<file path="src/hdl/ptri_pkg.sv">
// Purpose: Constants for the protection table range invalidation block
// Assumes: APB register access, 32-bit data, word-aligned registers
// Notes:   Offsets, field positions and encodings shared by the design
package ptri_pkg;
    // Register byte offsets
    localparam logic [7:0] OFF_CTRL     = 8'h00; // Control and launch
    localparam logic [7:0] OFF_OPER_LO  = 8'h04; // Operand bits 31:0
    localparam logic [7:0] OFF_OPER_HI  = 8'h08; // Operand bits 63:32
    localparam logic [7:0] OFF_ENCODING = 8'h0c; // System instruction encoding
    localparam logic [7:0] OFF_STATUS   = 8'h10; // Result status
    localparam logic [7:0] OFF_BASE_LO  = 8'h14; // Base address bits 31:0
    localparam logic [7:0] OFF_BASE_HI  = 8'h18; // Base address bits 51:32
    localparam logic [7:0] OFF_SPAN     = 8'h1c; // Effective range log2
    localparam logic [7:0] OFF_COUNT    = 8'h20; // Completed broadcasts
    // Control fields
    localparam int CTRL_GO      = 0;  // Write 1 launches, self-clearing
    localparam int CTRL_PGS_LO  = 1;  // Granule size setting, bits 2:1
    localparam int CTRL_EL_LO   = 3;  // Current privilege level, bits 4:3
    localparam int CTRL_FEAT    = 5;  // Realm management feature present
    localparam logic [5:0] CTRL_RESET = 6'h20; // Feature present, 4KB, level 0
    // Status fields
    localparam int ST_BUSY  = 0;
    localparam int ST_DONE  = 1;
    localparam int ST_UNDEF = 2;
    localparam int ST_SKIP  = 3;
    localparam int ST_LAST  = 4;
    localparam int ST_EXEC  = 5;
    // Encoding fields of the instruction word {op0,op1,crn,crm,op2}
    localparam logic [1:0] ENC_OP0    = 2'h1;
    localparam logic [2:0] ENC_OP1    = 3'h6;
    localparam logic [3:0] ENC_CRN    = 4'h8;
    localparam logic [3:0] ENC_CRM_LL = 4'h4; // Last-level variant
    localparam logic [3:0] ENC_CRM_AL = 4'h4; // All-levels variant: same table, op2 differs
    localparam logic [2:0] ENC_OP2_LL = 3'h7;
    localparam logic [2:0] ENC_OP2_AL = 3'h3;
    // Granule size setting encodings
    localparam logic [1:0] PGS_4K  = 2'h0;
    localparam logic [1:0] PGS_64K = 2'h1;
    localparam logic [1:0] PGS_16K = 2'h2;
    localparam logic [1:0] EL_TOP  = 2'h3; // Highest privilege level
    // Operand fields
    localparam int OP_SIZE_LO = 44;
    localparam int OP_ADDR_HI = 39;
    localparam int PA_W       = 52;
    // Range size codes and their log2 spans
    localparam logic [3:0] SZ_32M  = 4'h4;
    localparam logic [3:0] SZ_512M = 4'h5;
    localparam logic [3:0] SZ_1G   = 4'h6;
    localparam logic [3:0] SZ_16G  = 4'h7;
    localparam logic [3:0] SZ_64G  = 4'h8;
    localparam logic [3:0] SZ_512G = 4'h9;
    localparam logic [5:0] LG_4K   = 6'd12;
    localparam logic [5:0] LG_16K  = 6'd14;
    localparam logic [5:0] LG_64K  = 6'd16;
    localparam logic [5:0] LG_32M  = 6'd25;
    localparam logic [5:0] LG_512M = 6'd29;
    localparam logic [5:0] LG_1G   = 6'd30;
    localparam logic [5:0] LG_16G  = 6'd34;
    localparam logic [5:0] LG_64G  = 6'd36;
    localparam logic [5:0] LG_512G = 6'd39;
    // Cache geometry default
    localparam int ENTRIES = 8;
endpackage

</file>
<file path="src/hdl/ptri_range_inval.sv">
// Purpose: Decode and perform range invalidations of protection table entries
// Assumes: APB slave, zero wait states, 10 MHz pclk
// Notes:   Broadcast goes out as a request/acknowledge pair to the domain
//
// Operation
// - Size codes 4..9 map to 32MB..512GB
// - Reserved size code: skip invalidation
// - Span below granule uses granule size
// - Reserved granule setting: skip invalidation
// - Granule setting selects 4KB, 16KB, 64KB
// - Base address from operand by granule
// - Misaligned base: skip invalidation
// - Only highest privilege level; else undefined
// - Without realm feature: always undefined
// - All-levels variant drops every level
// - Broadcast to whole outer shareable domain
// - Last-level variant at its fixed encoding
// - Completion like other translation invalidations
// - Touch only protection table entries
//
// Register access over APB and the address map were left to the implementer.
`timescale 1ns/1ns
module ptri_range_inval #(
    parameter int N = ptri_pkg::ENTRIES
) (
    input  wire logic                      pclk,
    input  wire logic                      presetn,
    input  wire logic                      psel,
    input  wire logic                      penable,
    input  wire logic                      pwrite,
    input  wire logic [7:0]                paddr,
    input  wire logic [31:0]               pwdata,
    output logic      [31:0]               prdata,
    output logic                           pready,
    output logic                           pslverr,
    input  wire logic                      fill_valid,
    input  wire logic [ptri_pkg::PA_W-1:0] fill_addr,
    input  wire logic                      fill_last,
    output logic                           bcast_req,
    output logic      [ptri_pkg::PA_W-1:0] bcast_base,
    output logic      [5:0]                bcast_lg,
    output logic                           bcast_last_only,
    input  wire logic                      bcast_ack,
    output logic      [N-1:0]              entry_valid
);
    typedef enum logic [1:0] {
        PTRI_IDLE = 2'b00,  // Waiting for launch
        PTRI_LOCAL = 2'b01, // Local invalidate cycle
        PTRI_BCAST = 2'b10  // Waiting for domain acknowledge
    } ptri_state_e;

    ptri_state_e               st_reg, st_next;         // Sequencer
    logic [5:0]                ctrl_reg, ctrl_next;     // Control
    logic [63:0]               oper_reg, oper_next;     // Operand register
    logic [15:0]               enc_reg, enc_next;       // Instruction encoding
    logic [5:0]                stat_reg, stat_next;     // Status flags
    logic [ptri_pkg::PA_W-1:0] base_reg, base_next;     // Effective base
    logic [5:0]                lg_reg, lg_next;         // Effective span log2
    logic                      lo_reg, lo_next;         // Last-level variant
    logic [31:0]               cnt_reg, cnt_next;       // Completed broadcasts
    logic                      wr, rd;                  // APB access strobes
    logic [ptri_pkg::PA_W-1:0] dec_base;                // Decoded base
    logic [5:0]                dec_lg, gran_lg;         // Decoded spans
    logic                      sz_ok, pgs_ok, aligned;  // Decode checks
    logic                      is_ll, is_al;            // Encoding match
    logic                      priv_ok;                 // Level and feature check

    // Span log2 of a size code; zero marks reserved
    function automatic logic [5:0] size_lg(input logic [3:0] code);
        case (code)
            ptri_pkg::SZ_32M:  size_lg = ptri_pkg::LG_32M;
            ptri_pkg::SZ_512M: size_lg = ptri_pkg::LG_512M;
            ptri_pkg::SZ_1G:   size_lg = ptri_pkg::LG_1G;
            ptri_pkg::SZ_16G:  size_lg = ptri_pkg::LG_16G;
            ptri_pkg::SZ_64G:  size_lg = ptri_pkg::LG_64G;
            ptri_pkg::SZ_512G: size_lg = ptri_pkg::LG_512G;
            default:           size_lg = 6'd0;
        endcase
    endfunction

    // Granule log2 of a granule setting; zero marks reserved
    function automatic logic [5:0] gran_log(input logic [1:0] physical_granule_select);
        case (physical_granule_select)
            ptri_pkg::PGS_4K:  gran_log = ptri_pkg::LG_4K;
            ptri_pkg::PGS_16K: gran_log = ptri_pkg::LG_16K;
            ptri_pkg::PGS_64K: gran_log = ptri_pkg::LG_64K;
            default:           gran_log = 6'd0;
        endcase
    endfunction

    assign wr = psel && penable && pwrite;
    assign rd = psel && !penable && !pwrite;

    // Operand decode
    always_comb begin
        logic [1:0] physical_granule_select;
        logic [5:0] slg;
        physical_granule_select      = ctrl_reg[ptri_pkg::CTRL_PGS_LO +: 2];
        gran_lg  = gran_log(physical_granule_select);
        pgs_ok   = (gran_lg != 6'd0);
        slg      = size_lg(oper_reg[ptri_pkg::OP_SIZE_LO +: 4]);
        sz_ok    = (slg != 6'd0);
        dec_lg   = (slg < gran_lg) ? gran_lg : slg;
        dec_base = '0;
        // Operand bits 63:48 and 43:40 ignored; software keeps them zero
        case (physical_granule_select)
            ptri_pkg::PGS_4K:  dec_base[51:12] = oper_reg[39:0];
            ptri_pkg::PGS_16K: dec_base[51:14] = oper_reg[39:2];
            ptri_pkg::PGS_64K: dec_base[51:16] = oper_reg[39:4];
            default:           dec_base = '0;
        endcase
        aligned = ((dec_base & ((52'h1 << dec_lg) - 52'h1)) == '0);
        is_ll   = (enc_reg == {ptri_pkg::ENC_OP0, ptri_pkg::ENC_OP1, ptri_pkg::ENC_CRN,
                               ptri_pkg::ENC_CRM_LL, ptri_pkg::ENC_OP2_LL});
        is_al   = (enc_reg == {ptri_pkg::ENC_OP0, ptri_pkg::ENC_OP1, ptri_pkg::ENC_CRN,
                               ptri_pkg::ENC_CRM_AL, ptri_pkg::ENC_OP2_AL});
        priv_ok = ctrl_reg[ptri_pkg::CTRL_FEAT] &&
                  (ctrl_reg[ptri_pkg::CTRL_EL_LO +: 2] == ptri_pkg::EL_TOP);
    end

    // Sequencer and register file next state
    always_comb begin
        st_next   = st_reg;
        ctrl_next = ctrl_reg;
        oper_next = oper_reg;
        enc_next  = enc_reg;
        stat_next = stat_reg;
        base_next = base_reg;
        lg_next   = lg_reg;
        lo_next   = lo_reg;
        cnt_next  = cnt_reg;
        ctrl_next[ptri_pkg::CTRL_GO] = 1'b0; // Launch bit self-clears
        // Register writes, refused while busy
        if (wr && st_reg == PTRI_IDLE) begin
            case (paddr)
                ptri_pkg::OFF_CTRL:     ctrl_next = pwdata[5:0];
                ptri_pkg::OFF_OPER_LO:  oper_next[31:0] = pwdata;
                ptri_pkg::OFF_OPER_HI:  oper_next[63:32] = pwdata;
                ptri_pkg::OFF_ENCODING: enc_next = pwdata[15:0];
                default:                ;
            endcase
        end
        case (st_reg)
            PTRI_IDLE: begin
                if (ctrl_reg[ptri_pkg::CTRL_GO]) begin
                    stat_next = '0;
                    if (!priv_ok || !(is_ll || is_al)) begin
                        stat_next[ptri_pkg::ST_UNDEF] = 1'b1; // Undefined instruction
                        stat_next[ptri_pkg::ST_DONE]  = 1'b1;
                    end else if (!pgs_ok || !sz_ok || !aligned) begin
                        stat_next[ptri_pkg::ST_SKIP] = 1'b1; // Nothing required
                        stat_next[ptri_pkg::ST_DONE] = 1'b1;
                        stat_next[ptri_pkg::ST_LAST] = is_ll;
                    end else begin
                        base_next = dec_base;
                        lg_next   = dec_lg;
                        lo_next   = is_ll;
                        stat_next[ptri_pkg::ST_BUSY] = 1'b1;
                        stat_next[ptri_pkg::ST_LAST] = is_ll;
                        st_next   = PTRI_LOCAL;
                    end
                end
            end
            PTRI_LOCAL: st_next = PTRI_BCAST; // Own cache dropped this cycle
            PTRI_BCAST: begin
                if (bcast_ack) begin
                    stat_next[ptri_pkg::ST_BUSY] = 1'b0;
                    stat_next[ptri_pkg::ST_DONE] = 1'b1;
                    stat_next[ptri_pkg::ST_EXEC] = 1'b1;
                    cnt_next = cnt_reg + 32'd1;
                    st_next  = PTRI_IDLE;
                end
            end
            default: st_next = PTRI_IDLE;
        endcase
    end

    // Register all state
    always_ff @(posedge pclk or negedge presetn) begin
        if (!presetn) begin
            st_reg   <= PTRI_IDLE;
            ctrl_reg <= ptri_pkg::CTRL_RESET;
            oper_reg <= '0;
            enc_reg  <= '0;
            stat_reg <= '0;
            base_reg <= '0;
            lg_reg   <= '0;
            lo_reg   <= 1'b0;
            cnt_reg  <= '0;
            prdata   <= '0;
        end else begin
            st_reg   <= st_next;
            ctrl_reg <= ctrl_next;
            oper_reg <= oper_next;
            enc_reg  <= enc_next;
            stat_reg <= stat_next;
            base_reg <= base_next;
            lg_reg   <= lg_next;
            lo_reg   <= lo_next;
            cnt_reg  <= cnt_next;
            // Read data captured in setup phase
            if (rd) begin
                case (paddr)
                    ptri_pkg::OFF_CTRL:     prdata <= {26'h0, ctrl_reg};
                    ptri_pkg::OFF_OPER_LO:  prdata <= oper_reg[31:0];
                    ptri_pkg::OFF_OPER_HI:  prdata <= oper_reg[63:32];
                    ptri_pkg::OFF_ENCODING: prdata <= {16'h0, enc_reg};
                    ptri_pkg::OFF_STATUS:   prdata <= {26'h0, stat_reg};
                    ptri_pkg::OFF_BASE_LO:  prdata <= base_reg[31:0];
                    ptri_pkg::OFF_BASE_HI:  prdata <= {12'h0, base_reg[51:32]};
                    ptri_pkg::OFF_SPAN:     prdata <= {26'h0, lg_reg};
                    ptri_pkg::OFF_COUNT:    prdata <= cnt_reg;
                    default:                prdata <= 32'h0;
                endcase
            end
        end
    end

    // Zero wait states; unmapped or busy write answers with error
    assign pready  = 1'b1;
    assign pslverr = psel && penable &&
                     ((paddr > ptri_pkg::OFF_COUNT) || (paddr[1:0] != 2'h0) ||
                      (pwrite && st_reg != PTRI_IDLE));

    // Broadcast request to the outer shareable domain
    assign bcast_req       = (st_reg == PTRI_BCAST);
    assign bcast_base      = base_reg;
    assign bcast_lg        = lg_reg;
    assign bcast_last_only = lo_reg;

    // Own cache drops the same range; wider drops would also be legal
    ptri_entry_cache #(.N(N)) u_ptri_entry_cache (
        .pclk          (pclk),
        .presetn       (presetn),
        .fill_valid    (fill_valid),
        .fill_addr     (fill_addr),
        .fill_last     (fill_last),
        .inv_valid     (st_reg == PTRI_LOCAL),
        .inv_base      (base_reg),
        .inv_lg        (lg_reg),
        .inv_last_only (lo_reg),
        .valid_map     (entry_valid)
    );
endmodule // ptri_range_inval

</file>
<file path="src/hdl/ptri_entry_cache.sv">
// Purpose: Small cache of protection table entries with range invalidation
// Assumes: One fill or one invalidate per cycle; invalidate wins on clash
// Notes:   Each entry holds a physical address, a walk level flag, a valid bit
`timescale 1ns/1ns
module ptri_entry_cache #(
    parameter int N = ptri_pkg::ENTRIES
) (
    input  wire logic                      pclk,
    input  wire logic                      presetn,
    input  wire logic                      fill_valid,
    input  wire logic [ptri_pkg::PA_W-1:0] fill_addr,
    input  wire logic                      fill_last,
    input  wire logic                      inv_valid,
    input  wire logic [ptri_pkg::PA_W-1:0] inv_base,
    input  wire logic [5:0]                inv_lg,
    input  wire logic                      inv_last_only,
    output logic      [N-1:0]              valid_map
);
    logic [ptri_pkg::PA_W-1:0] addr_reg [N];    // Entry addresses
    logic [ptri_pkg::PA_W-1:0] addr_next [N];
    logic [N-1:0]              last_reg;        // Entry came from final level
    logic [N-1:0]              last_next;
    logic [N-1:0]              vld_reg;         // Entry valid
    logic [N-1:0]              vld_next;
    logic [$clog2(N)-1:0]      ptr_reg;         // Round-robin fill slot
    logic [$clog2(N)-1:0]      ptr_next;
    logic [ptri_pkg::PA_W-1:0] mask;            // High-bit compare mask

    // Next state: invalidate by range, else fill
    always_comb begin
        mask = ~((52'h1 << inv_lg) - 52'h1);
        addr_next = addr_reg;
        last_next = last_reg;
        vld_next  = vld_reg;
        ptr_next  = ptr_reg;
        if (inv_valid) begin
            for (int i = 0; i < N; i++) begin
                // Only addresses inside the range; last-level variant only final-level entries
                if (((addr_reg[i] & mask) == (inv_base & mask)) &&
                    (!inv_last_only || last_reg[i])) begin
                    vld_next[i] = 1'b0;
                end
            end
        end else if (fill_valid) begin
            addr_next[ptr_reg] = fill_addr;
            last_next[ptr_reg] = fill_last;
            vld_next[ptr_reg]  = 1'b1;
            ptr_next = ptr_reg + 1'b1;
        end
    end

    // Register the entry array
    always_ff @(posedge pclk or negedge presetn) begin
        if (!presetn) begin
            for (int i = 0; i < N; i++) begin
                addr_reg[i] <= '0;
            end
            last_reg <= '0;
            vld_reg  <= '0;
            ptr_reg  <= '0;
        end else begin
            addr_reg <= addr_next;
            last_reg <= last_next;
            vld_reg  <= vld_next;
            ptr_reg  <= ptr_next;
        end
    end

    assign valid_map = vld_reg;
endmodule // ptri_entry_cache

</file>
<file path="config.mk">
export PLATFORM = sky130hd
export DESIGN_NAME = ptri_range_inval
export DESIGN_NICKNAME = d
export VERILOG_FILES = /design/src/hdl/ptri_pkg.sv /design/src/hdl/ptri_range_inval.sv /design/src/hdl/ptri_entry_cache.sv
export SDC_FILE = /design/constraint.sdc
export NUM_CORES = 1
export LEC_CHECK = 0
export BUFFER_PORTS_ARGS = -buffer_cell sky130_fd_sc_hd__buf_4
export CAP_MARGIN = 20
export CELL_PAD_IN_SITES_DETAIL_PLACEMENT = 1
export CELL_PAD_IN_SITES_GLOBAL_PLACEMENT = 1
export CORE_MARGIN = 1
export CORE_UTILIZATION = 44
export CTS_CLUSTER_DIAMETER = 80
export DETAILED_ROUTE_END_ITERATION = 16
export PLACE_DENSITY = 0.84
export SLEW_MARGIN = 20
export SYNTH_ARGS = -nofsm -noshare
export SYNTH_HDL_FRONTEND = slang
export SYNTH_SLANG_ARGS = --single-unit
</file>
<file path="constraint.sdc">
create_clock -name pclk -period 3.5 [get_ports pclk]
set_clock_uncertainty 0.15 [all_clocks]
set_input_delay 0.7 -clock pclk [delete_from_list [all_inputs] [get_ports pclk]]
set_output_delay 0.7 -clock pclk [all_outputs]
set_load 0.02 [all_outputs]
</file>
==> results.yml, run 1 <==
floorplan:
  die_height_um: 272.4
  core_area_um2: 71980
  pin_count: 202
  die_area_um2: 74220
  placementRows: 98
  fp.dieW_um: 272.4
  start_util: 0.4471
routing:
  drc: 0
  antenna_left: 0
  routed_wl_um: 131100
  drtPass1Iterations: 8
  viasPerCell: 6.225
  drt_iter0_drc: 2738
  wl_per_cell_um: 29.97
  via_count: 27220
placement:
  gp_congestion: 0.9867
  dp_hpwl_um: 91340
  dp.cells: 4222
  place_area_um2: 36400
  portBuffers: 188
synthesis:
  synth_seq_area_share: 0.4977
  yosysTopAreaCell: "dfrtp_1"
  dominantRegCellSynth: "dfrtp_1"
  synth_edf_count: 0
  synth_common_cells: "dfrtp_1 (639), nand2_1 (600), mux2_2 (347)"
  netlist_instances: 2996
  async_flop_share: 1.000
  synth_cell_types: 104
  synthDominantCellAreaShare: 0.4969
  synth.top_cells.by_area: "dfrtp_1 (50%), mux2_2 (12%), nand2_1 (7.0%)"
  ys_warn_count: 0
  ys_seq_elements: 640
  syn_area_um2: 32180
  yosysMostFrequentCell: "dfrtp_1"
  synth.avg_cell_area_um2: 10.74
timing:
  period_minus_slack_ns: 3.673
  drv_slew: 0
  setup_slack_ns: -0.1727
  rsz0062_at_grt: "yes"
  worstMarginPinSlew_ns: 1.053
  min_period_over_period: 1.049
  fmax_ghz: 0.2723
  slew-limit-headroom: 0.2977
  hold_viol: 0
  final-setup-viol-count: 8
layout:
  finalNonFillerCells: 4373
  design_area_um2: 39280
  largest_reg_flops: 416
  utilization: 0.5458
  final_nets: 3469
  syn_to_final_growth_pct: 22.07
  drive_above_1_share: 0.3056
min_path:
  min_path_type: "input port to flip-flop"
critical_path:
  path_cells: "or3_4 > nor3_4 > inv_2 > ha_4 > or4_4 > buf_12 > o311ai_4 > buf_6 > o22ai_2 > a221oi_2 > nand4b_1 > o32a_1"
  r2r_cells: 12
  critPathKind: "flip-flop to flip-flop"
  r2r_slack_ns: -0.17
  crit_end: "u_ptri_entry_cache.valid_map[0]"
  worstPathRequired_ns: 3.86
  regToRegStartpoint: "bcast_lg[3]"
  cp_slowest_cell: "or4_4"
  crit_fanout: 5
  regToRegEndpoint: "u_ptri_entry_cache.valid_map[0]"
  slowest_delay_ns: 0.53
  worstPathArrival_ns: 4.04
  critPathCaptureType: "flip-flop"
  crit_path_start: "bcast_lg[3]"
  startpoint_type: "flip-flop"
grt:
  grt_pass1_vias: 29330
  overflow: 0
  antenna_found_initial: 6
  grt_first_pass_wirelength_um: 195300
  gr-usage-all-layers: 0.3527
  grt_max_degree: 82
power_and_ir_drop:
  power_frac_comb: 0.284
  p_sw_mw: 9.545
  peakVddDrop_uv: 428.9
  seqPwrFrac: 0.427
  p_clk_frac: 0.289
  cellLeakagePower_nw: 18.30
  power.density_nw_per_um2: 712.5
  p_int_mw: 18.44
  switching_share: 0.3410
cts:
  cts_max_path_buffers: 3
  clock_latency_ns: 0.64
  cts.sink_count: 640
  cts-root-buf: "clkbuf_16"
  cts_max_level: 3
  cts_made_buffers: 75
  clkTransAtPathRegs_ns: 0.06
  cts_tree: "done"
job:
  cap_violations: 0
status:
  violations: "negative setup slack"
  status: "finished with violations"
[metrics by stage]
stage | hold WS [ns] | setup slack (ns) | total power, mW | setup TNS [ns]
6_report | 0.1499 | -0.1727 | 27.99 | -0.9154
5_1_grt | 0.1445 | -0.2388 | 29.03 | -1.660
4_1_cts | 0.1366 | -0.1270 | 27.74 | -0.4202
3_5_place_dp | 0.3146 | -0.3686 | 19.42 | -8.236
3_3_place_gp | 0.3037 | -0.3314 | 18.85 | -0.8375
2_1_floorplan | 0.2544 | -0.07872 | 16.31 | -0.2573
[worst max-delay path, delay by kind of cell (launching register included)]
| family | cells | cell delay, ns |
|---|---|---|
| AOI/OAI and AO/OA | 4 | 1.05 |
| adders and majority gates | 1 | 0.18 |
| buffers and inverters | 3 | 0.43 |
| DFF | 1 | 0.41 |
| and+or+nand+nor | 4 | 1.32 |
[power groups by stage]
| stage | combinational (mW) | sequential [mW] | clock, mW |
|---|---|---|---|
| CTS | 7.77 | 11.8 | 8.12 |
| global placement | 7.16 | 11.7 | 0 |
| detailed placement | 7.56 | 11.9 | 0 |
| floorplan | 4.93 | 11.4 | 0 |
| global route | 8.47 | 12.2 | 8.41 |
| finish | 7.94 | 12.0 | 8.10 |
[area by class of cell]
class / instances / area, µm²
Inverter: 61 / 229.0
Sequential cell: 640 / 16020
Fill cell: 7546 / 32690
Clock inverter: 22 / 277.8
Antenna cell: 3 / 7.507
Tap cell: 950 / 1189
Timing Repair Buffer: 474 / 3934
Multi-Input combinational cell: 2111 / 15380
Clock buffer: 112 / 2240
[metal layers]
metal | share of wire | up-vias | track usage
met5 | 0.000084 | - | 0
met3 | 0.077 | 417 | 0.07458
li1 | - | 11220 | -
met2 | 0.48 | 1402 | 0.5743
met1 | 0.39 | 14180 | 0.4383
met4 | 0.060 | 2 | 0.1915
[worst min-delay path by stage]
stage                                      from                               end  cells past startpoint
5_1_grt                              pwdata[31]                      oper_reg[31]                      2
6_report                              bcast_ack                         st_reg[1]                      2
3_5_place_dp   u_ptri_entry_cache.addr_reg[373]  u_ptri_entry_cache.addr_reg[373]                      2
2_1_floorplan                           presetn                    bcast_base[12]                      0
4_1_cts                              pwdata[28]                      oper_reg[60]                      2
3_3_place_gp   u_ptri_entry_cache.addr_reg[215]  u_ptri_entry_cache.addr_reg[215]                      2
[timing repair]
action                                  4_1_cts  5_1_grt
endpoints found under the setup margin       55       53
hold endpoints to repair                     51        0
pin swaps                                    23       12
buffers inserted                              6        7
resized for setup                            24       23
hold buffers                                  1        0
[logic make-up (layout without fill, tap and decap cells)]
group           after synthesis  count (layout)  share of synthesized area
fa+ha+maj                     6               6                   0.002333
xor+xnor                    357             357                    0.09716
other cells                   2              16                  0.0002334
simple gates                903             903                     0.1219
compound gates              437             437                     0.1081
flops                       640             640                     0.4977
mux                         395             395                     0.1365
buf+inv                     256             669                    0.03608
[cell usage in the layout, fill, tap and decap left out, drive strengths merged, types with 8 or more instances in the layout]
cell type / Yosys / layout
nand2: 601 / 601
nor3: 28 / 28
nand3: 46 / 46
o211ai: 9 / 9
a222oi: 51 / 51
nor4: 10 / 10
or3: 9 / 9
o2bb2ai: 10 / 10
xor2: 169 / 169
conb: 2 / 13
and3: 8 / 8
a21oi: 42 / 42
nand2b: 11 / 11
clkinv: 1 / 16
nor2: 108 / 108
o21ai: 48 / 48
a22oi: 51 / 51
a31oi: 27 / 27
a221o: 8 / 8
or4: 8 / 8
buf: 101 / 473
nand4: 29 / 29
o32a: 10 / 10
mux2: 351 / 351
a211oi: 17 / 17
inv: 60 / 61
dfrtp: 639 / 639
clkbuf: 94 / 112
mux2i: 44 / 44
o22ai: 44 / 44
xnor2: 188 / 188
a22o: 9 / 9
a221oi: 32 / 32
Note: power is estimated with default switching activity, not from simulation.
==> run 2, diff against run 1 <==
==> constraint.sdc (replaced) <==
create_clock -name pclk -period 3.5 [get_ports pclk]
set_clock_uncertainty 0.15 [all_clocks]
set_input_delay 0.525 -clock pclk [delete_from_list [all_inputs] [get_ports pclk]]
set_output_delay 0.525 -clock pclk [all_outputs]
set_load 0.02 [all_outputs]
==> run 2 against run 1 <==
Compared with the run above: register-to-register slack improved by 0.08 ns; critical path depth fell by 1; setup slack improved by 0.075 ns; routed wire length rose by 2.4%; fmax rose by 2.1%; sequential share of layout area fell by 0.22 points; total power rose by 1.3%; utilization rose by 0.30 points; global-route usage rose by 0.79 points; die area did not move; the flow still finishes with violations (negative setup slack); design area rose by 0.55%.
==> results.yml, run 2 (synthesized netlist as in run 1, its figures left out) <==
floorplan:
  placementRows: 98
  core_area_um2: 71980
  die_area_um2: 74220
  die_height_um: 272.4
  start_util: 0.4471
  fp.dieW_um: 272.4
  pin_count: 202
timing:
  setup_slack_ns: -0.09767
  period_minus_slack_ns: 3.598
  worstMarginPinSlew_ns: 1.046
  drv_slew: 0
  hold_viol: 0
  final-setup-viol-count: 6
  min_period_over_period: 1.028
  fmax_ghz: 0.2780
  rsz0062_at_grt: "yes"
  slew-limit-headroom: 0.3026
grt:
  grt_first_pass_wirelength_um: 199100
  antenna_found_initial: 5
  overflow: 0
  gr-usage-all-layers: 0.3607
  grt_pass1_vias: 29480
  grt_max_degree: 89
layout:
  drive_above_1_share: 0.3021
  layout_commonest_cell: "dfrtp_1"
  fillCellCount: 7594
  mostFrequentLayoutCells: "dfrtp_1 (633), nand2_1 (599), buf_4 (417)"
  largest_reg_flops: 416
  syn_to_final_growth_pct: 22.75
  final_nets: 3477
  design_area_um2: 39500
critical_path:
  crit_fanout: 7
  r2r_cells: 11
  regToRegEndpoint: "u_ptri_entry_cache.valid_map[6]"
  worstPathRequired_ns: 3.86
  critPathCaptureType: "flip-flop"
  r2r_slack_ns: -0.1
  critPathKind: "flip-flop to flip-flop"
  regToRegStartpoint: "bcast_lg[2]"
  startpoint_type: "flip-flop"
  worstPathArrival_ns: 3.95
placement:
  gp_congestion: 1.003
  place_area_um2: 36240
  portBuffers: 188
  dp_hpwl_um: 91800
power_and_ir_drop:
  p_total_mw: 28.35
  peakVddDrop_uv: 446.9
  cellLeakagePower_nw: 18.37
  power.density_nw_per_um2: 717.8
status:
  status: "finished with violations"
  violations: "negative setup slack"
cts:
  cts_tree: "done"
  clock_latency_ns: 0.65
  cts-root-buf: "clkbuf_16"
  cts_max_level: 3
  cts_made_buffers: 74
  cts_max_path_buffers: 3
  cts.sink_count: 640
  clkTransAtPathRegs_ns: 0.07
min_path:
  worstHoldStart: "pwdata[2]"
  worstHoldEndpoint: "enc_reg[2]"
  holdPathStages: 2
  min_path_type: "input port to flip-flop"
routing:
  drt_iter0_drc: 3060
  via_count: 27610
  antenna_left: 0
  routed_wl_um: 134200
  viasPerCell: 6.303
  wl_per_cell_um: 30.64
  drtPass1Iterations: 7
  drc: 0
job:
  cap_violations: 0
run 2: worst max path at each step:
stage                 from                              end  slack, ns
3_5_place_dp   bcast_lg[3]  u_ptri_entry_cache.valid_map[1]      -0.27
4_1_cts        bcast_lg[1]  u_ptri_entry_cache.valid_map[7]     0.0005
3_3_place_gp   bcast_lg[3]  u_ptri_entry_cache.valid_map[1]      -0.20
5_1_grt        bcast_lg[2]  u_ptri_entry_cache.valid_map[6]      -0.18
6_report       bcast_lg[2]  u_ptri_entry_cache.valid_map[6]       -0.1
2_1_floorplan  bcast_lg[1]  u_ptri_entry_cache.valid_map[2]      -0.08
run 2: critical path, cell delays in order, from the launching register on:
cell,delay [ns]
dfrtp_2,0.41
or3_4,0.40
nor3_4,0.16
inv_2,0.07
ha_4,0.19
or4_4,0.51
buf_6,0.16
a21oi_4,0.18
nor2_4,0.09
a221oi_1,0.56
nand4_1,0.20
o32a_1,0.37
run 2: repair_timing:
item                                   4_1_cts  5_1_grt
gates cloned                                 0        1
hold buffers                                29        0
endpoints found under the hold margin      110        0
resized for setup                           20       36
buffers inserted                             6        7
setup endpoints to repair                   10       46
pin swaps                                   10       19
run 2: cell type report:
class	count	area (µm²)	share of cell area
diodes	4	10.01	0.0002534
repair buffers	483	4090	0.1035
flip-flops and latches	640	16020	0.4057
inverters	61	229.0	0.005796
clock buffers	109	2257	0.05714
multi-input cells	2111	15370	0.3892
clock inverters	22	329.1	0.008330
well taps	950	1189	0.03009
run 2: report_power, final:
| part | internal [mW] | switching, mW | leakage, nW |
|---|---|---|---|
| sequential | 9.94 | 2.09 | 8.03 |
| clock | 4.94 | 3.36 | 1.28 |
| combinational | 3.78 | 4.25 | 9.06 |
| total | 18.7 | 9.70 | 18.4 |
run 2: stage by stage:
| step | utilization | hold slack, ns | setup TNS, ns | setup WS [ns] | instances |
|---|---|---|---|---|---|
| 6_report | 0.5488 | 0.006218 | -0.2442 | -0.09767 | 4380 |
| 5_1_grt | 0.5487 | 0.01980 | -2.915 | -0.1821 | 4378 |
| 4_1_cts | 0.5453 | 0.0003713 | 0 | 0.0005023 | 4368 |
| 3_5_place_dp | 0.5035 | 0.3121 | -1.398 | -0.2677 | 4202 |
| 3_3_place_gp | 0.5035 | 0.3026 | -1.065 | -0.2004 | 4202 |
| 2_1_floorplan | - | 0.07941 | -0.2573 | -0.07872 | 3007 |
run 2: layer usage:
layer  routed length [µm]  vias up  GRT usage  part of all wire
li1                     -    11230          -                 -
met1                51150    14370     0.4583              0.38
met2                62860     1554     0.5740              0.47
met3                11380      456    0.07238             0.085
met4                 8810        2     0.2056             0.066
met5                   13        -          0          0.000097
==> run 3, diff against run 2 <==
--- a/config.mk
+++ b/config.mk
@@ -10,10 +10,11 @@
 export CELL_PAD_IN_SITES_DETAIL_PLACEMENT = 1
 export CELL_PAD_IN_SITES_GLOBAL_PLACEMENT = 1
 export CORE_MARGIN = 1
-export CORE_UTILIZATION = 44
+export CORE_UTILIZATION = 40
+export CTS_BUF_LIST = sky130_fd_sc_hd__clkbuf_4
 export CTS_CLUSTER_DIAMETER = 80
 export DETAILED_ROUTE_END_ITERATION = 16
-export PLACE_DENSITY = 0.84
+export PLACE_DENSITY = 0.78
 export SLEW_MARGIN = 20
 export SYNTH_ARGS = -nofsm -noshare
 export SYNTH_HDL_FRONTEND = slang
==> run 3 against run 2 <==
Compared with the run above: the flow still finishes with violations (negative setup slack); routed wire length shrank 3.8%; global-route usage shrank 4.2 points; sequential share of layout area shrank 0.27 points; highest routed layer is now met4; largest cell class unchanged; critical path depth is the same; non-clock buffer count grew 35; sequential power is essentially flat; clock-buffer cell count grew 160; die area grew 9.9%; worst hold slack gained 0.070 ns.
==> results.yml, run 3 (synthesized netlist as in run 1, its figures left out) <==
status:
  status: "finished with violations"
  violations: "negative setup slack"
routing:
  wl_per_cell_um: 27.53
  drt_iter0_drc: 2612
  antenna_left: 0
  drc: 0
  via_count: 27320
  viasPerCell: 5.822
  drtPass1Iterations: 7
  routed_wl_um: 129200
power_and_ir_drop:
  power_frac_comb: 0.294
  switching_share: 0.3529
  cellLeakagePower_nw: 18.55
  p_int_mw: 17.30
  p_clk_frac: 0.260
  peakVddDrop_uv: 294.1
  p_sw_mw: 9.433
  power.density_nw_per_um2: 672.2
  seqPwrFrac: 0.446
  p_total_mw: 26.73
grt:
  grt_first_pass_wirelength_um: 193600
  overflow: 0
  grt_max_degree: 88
  gr-usage-all-layers: 0.3185
  antenna_found_initial: 4
  grt_pass1_vias: 29210
cts:
  cts_max_level: 4
  cts_tree: "done"
  cts_max_path_buffers: 3
  cts_made_buffers: 176
  clkTransAtPathRegs_ns: 0.07
  cts-root-buf: "clkbuf_4"
  clock_latency_ns: 1.07
  cts.sink_count: 640
timing:
  setup-tns-final_ns: -0.4573
  period_minus_slack_ns: 3.639
  final-setup-viol-count: 6
  hold_viol: 0
  worstMarginPinSlew_ns: 1.084
  fmax_ghz: 0.2748
  drv_slew: 0
  holdWs_ns: 0.07654
  slew-limit-headroom: 0.2773
  rsz0062_at_grt: "yes"
  min_period_over_period: 1.040
  setup_slack_ns: -0.1388
layout:
  largest_reg_flops: 416
  final_nets: 3614
  finalNonFillerCells: 4692
  mostFrequentLayoutCells: "dfrtp_1 (633), nand2_1 (599), buf_4 (390)"
  fillCellCount: 8603
  syn_to_final_growth_pct: 23.56
  design_area_um2: 39760
  utilization: 0.5017
  drive_above_1_share: 0.3216
  layout_commonest_cell: "dfrtp_1"
placement:
  gp_congestion: 0.9406
  dp.cells: 4276
  place_area_um2: 36180
  place_ws_ns: -0.2409
  dp_hpwl_um: 91360
  portBuffers: 188
floorplan:
  placementRows: 103
  fp.dieW_um: 285.6
  core_area_um2: 79260
  pin_count: 202
  die_area_um2: 81590
  die_height_um: 285.6
  start_util: 0.4060
critical_path:
  worstPathArrival_ns: 4.39
  crit_fanout: 6
  startpoint_type: "flip-flop"
  worstPathRequired_ns: 4.25
  critPathCaptureType: "flip-flop"
  r2r_cells: 11
  critPathKind: "flip-flop to flip-flop"
job:
  cap_violations: 0
min_path:
  min_path_type: "input port to asynchronous set/reset pin"
-- run 3: cell count changes in the layout (fill, tap and decap cells not counted), moves of 4 or more --
cell / delta
clkbuf_1: -11
clkinv_2: -5
clkbuf_8: -21
clkbuf_4: +269
bufinv_16: -5
clkinvlp_4: +4
buf_4: -27
buf_6: -8
dlygate4sd3_1: +68
clkbuf_16: -78
clkinv_1: +27
-- run 3: layer usage --
| layer | global-route usage | vias to the layer above | part of all wire |
|---|---|---|---|
| met5 | 0 | - | 0 |
| met1 | 0.4202 | 14280 | 0.42 |
| met4 | 0.1417 | 0 | 0.041 |
| met2 | 0.5126 | 1186 | 0.47 |
| met3 | 0.05614 | 262 | 0.066 |
| li1 | - | 11590 | - |
-- run 3: critical path, stage by stage (launching register included) --
cell	delay (ns)
dfrtp_2	0.40
or3_4	0.41
nor3_4	0.17
inv_2	0.07
ha_4	0.19
or4_4	0.61
o311ai_4	0.33
buf_12	0.17
o22ai_4	0.06
a2111oi_2	0.28
nand4_1	0.25
o32a_1	0.38
-- run 3: area by class of cell --
cell class / instances / area [µm²] / area share
multi-input cells: 2111 / 15440 / 0.3883
well taps: 1050 / 1314 / 0.03304
repair buffers: 518 / 4513 / 0.1135
flip-flops and latches: 640 / 16020 / 0.4030
clock inverters: 39 / 211.5 / 0.005318
clock buffers: 269 / 2019 / 0.05079
inverters: 61 / 229.0 / 0.005759
diodes: 4 / 10.01 / 0.0002517
-- run 3: path summary, 6_finish.rpt --
check	slack [ns]	from	to
setup / recovery	-0.14	bcast_lg[3]	u_ptri_entry_cache.valid_map[6]
setup reg to reg	-0.14	bcast_lg[3]	u_ptri_entry_cache.valid_map[6]
min in group pclk	0.08	paddr[3]	oper_reg[34]
hold reg to reg	0.34	u_ptri_entry_cache.addr_reg[364]	u_ptri_entry_cache.addr_reg[364]
max in group asynchronous	2.54	presetn	u_ptri_entry_cache.addr_reg[108]
hold / removal	0.08	presetn	u_ptri_entry_cache.addr_reg[85]
-- run 3: what timing repair did --
action | in CTS | in global routing
hold buffers | 98 | 0
resized for setup | 27 | 31
setup endpoints to repair | 8 | 51
cloned | 0 | 0
setup buffers | 2 | 4
pin swaps | 19 | 12
hold endpoints to repair | 1147 | 0
-- run 3: power groups by stage --
stage / logic, mW / registers (mW) / clock network, mW
floorplan: 4.93 / 11.4 / 0
global placement: 7.26 / 11.8 / 0
detailed placement: 7.52 / 11.9 / 0
CTS: 7.76 / 11.8 / 7.05
global route: 8.43 / 12.2 / 7.45
finish: 7.86 / 11.9 / 6.95
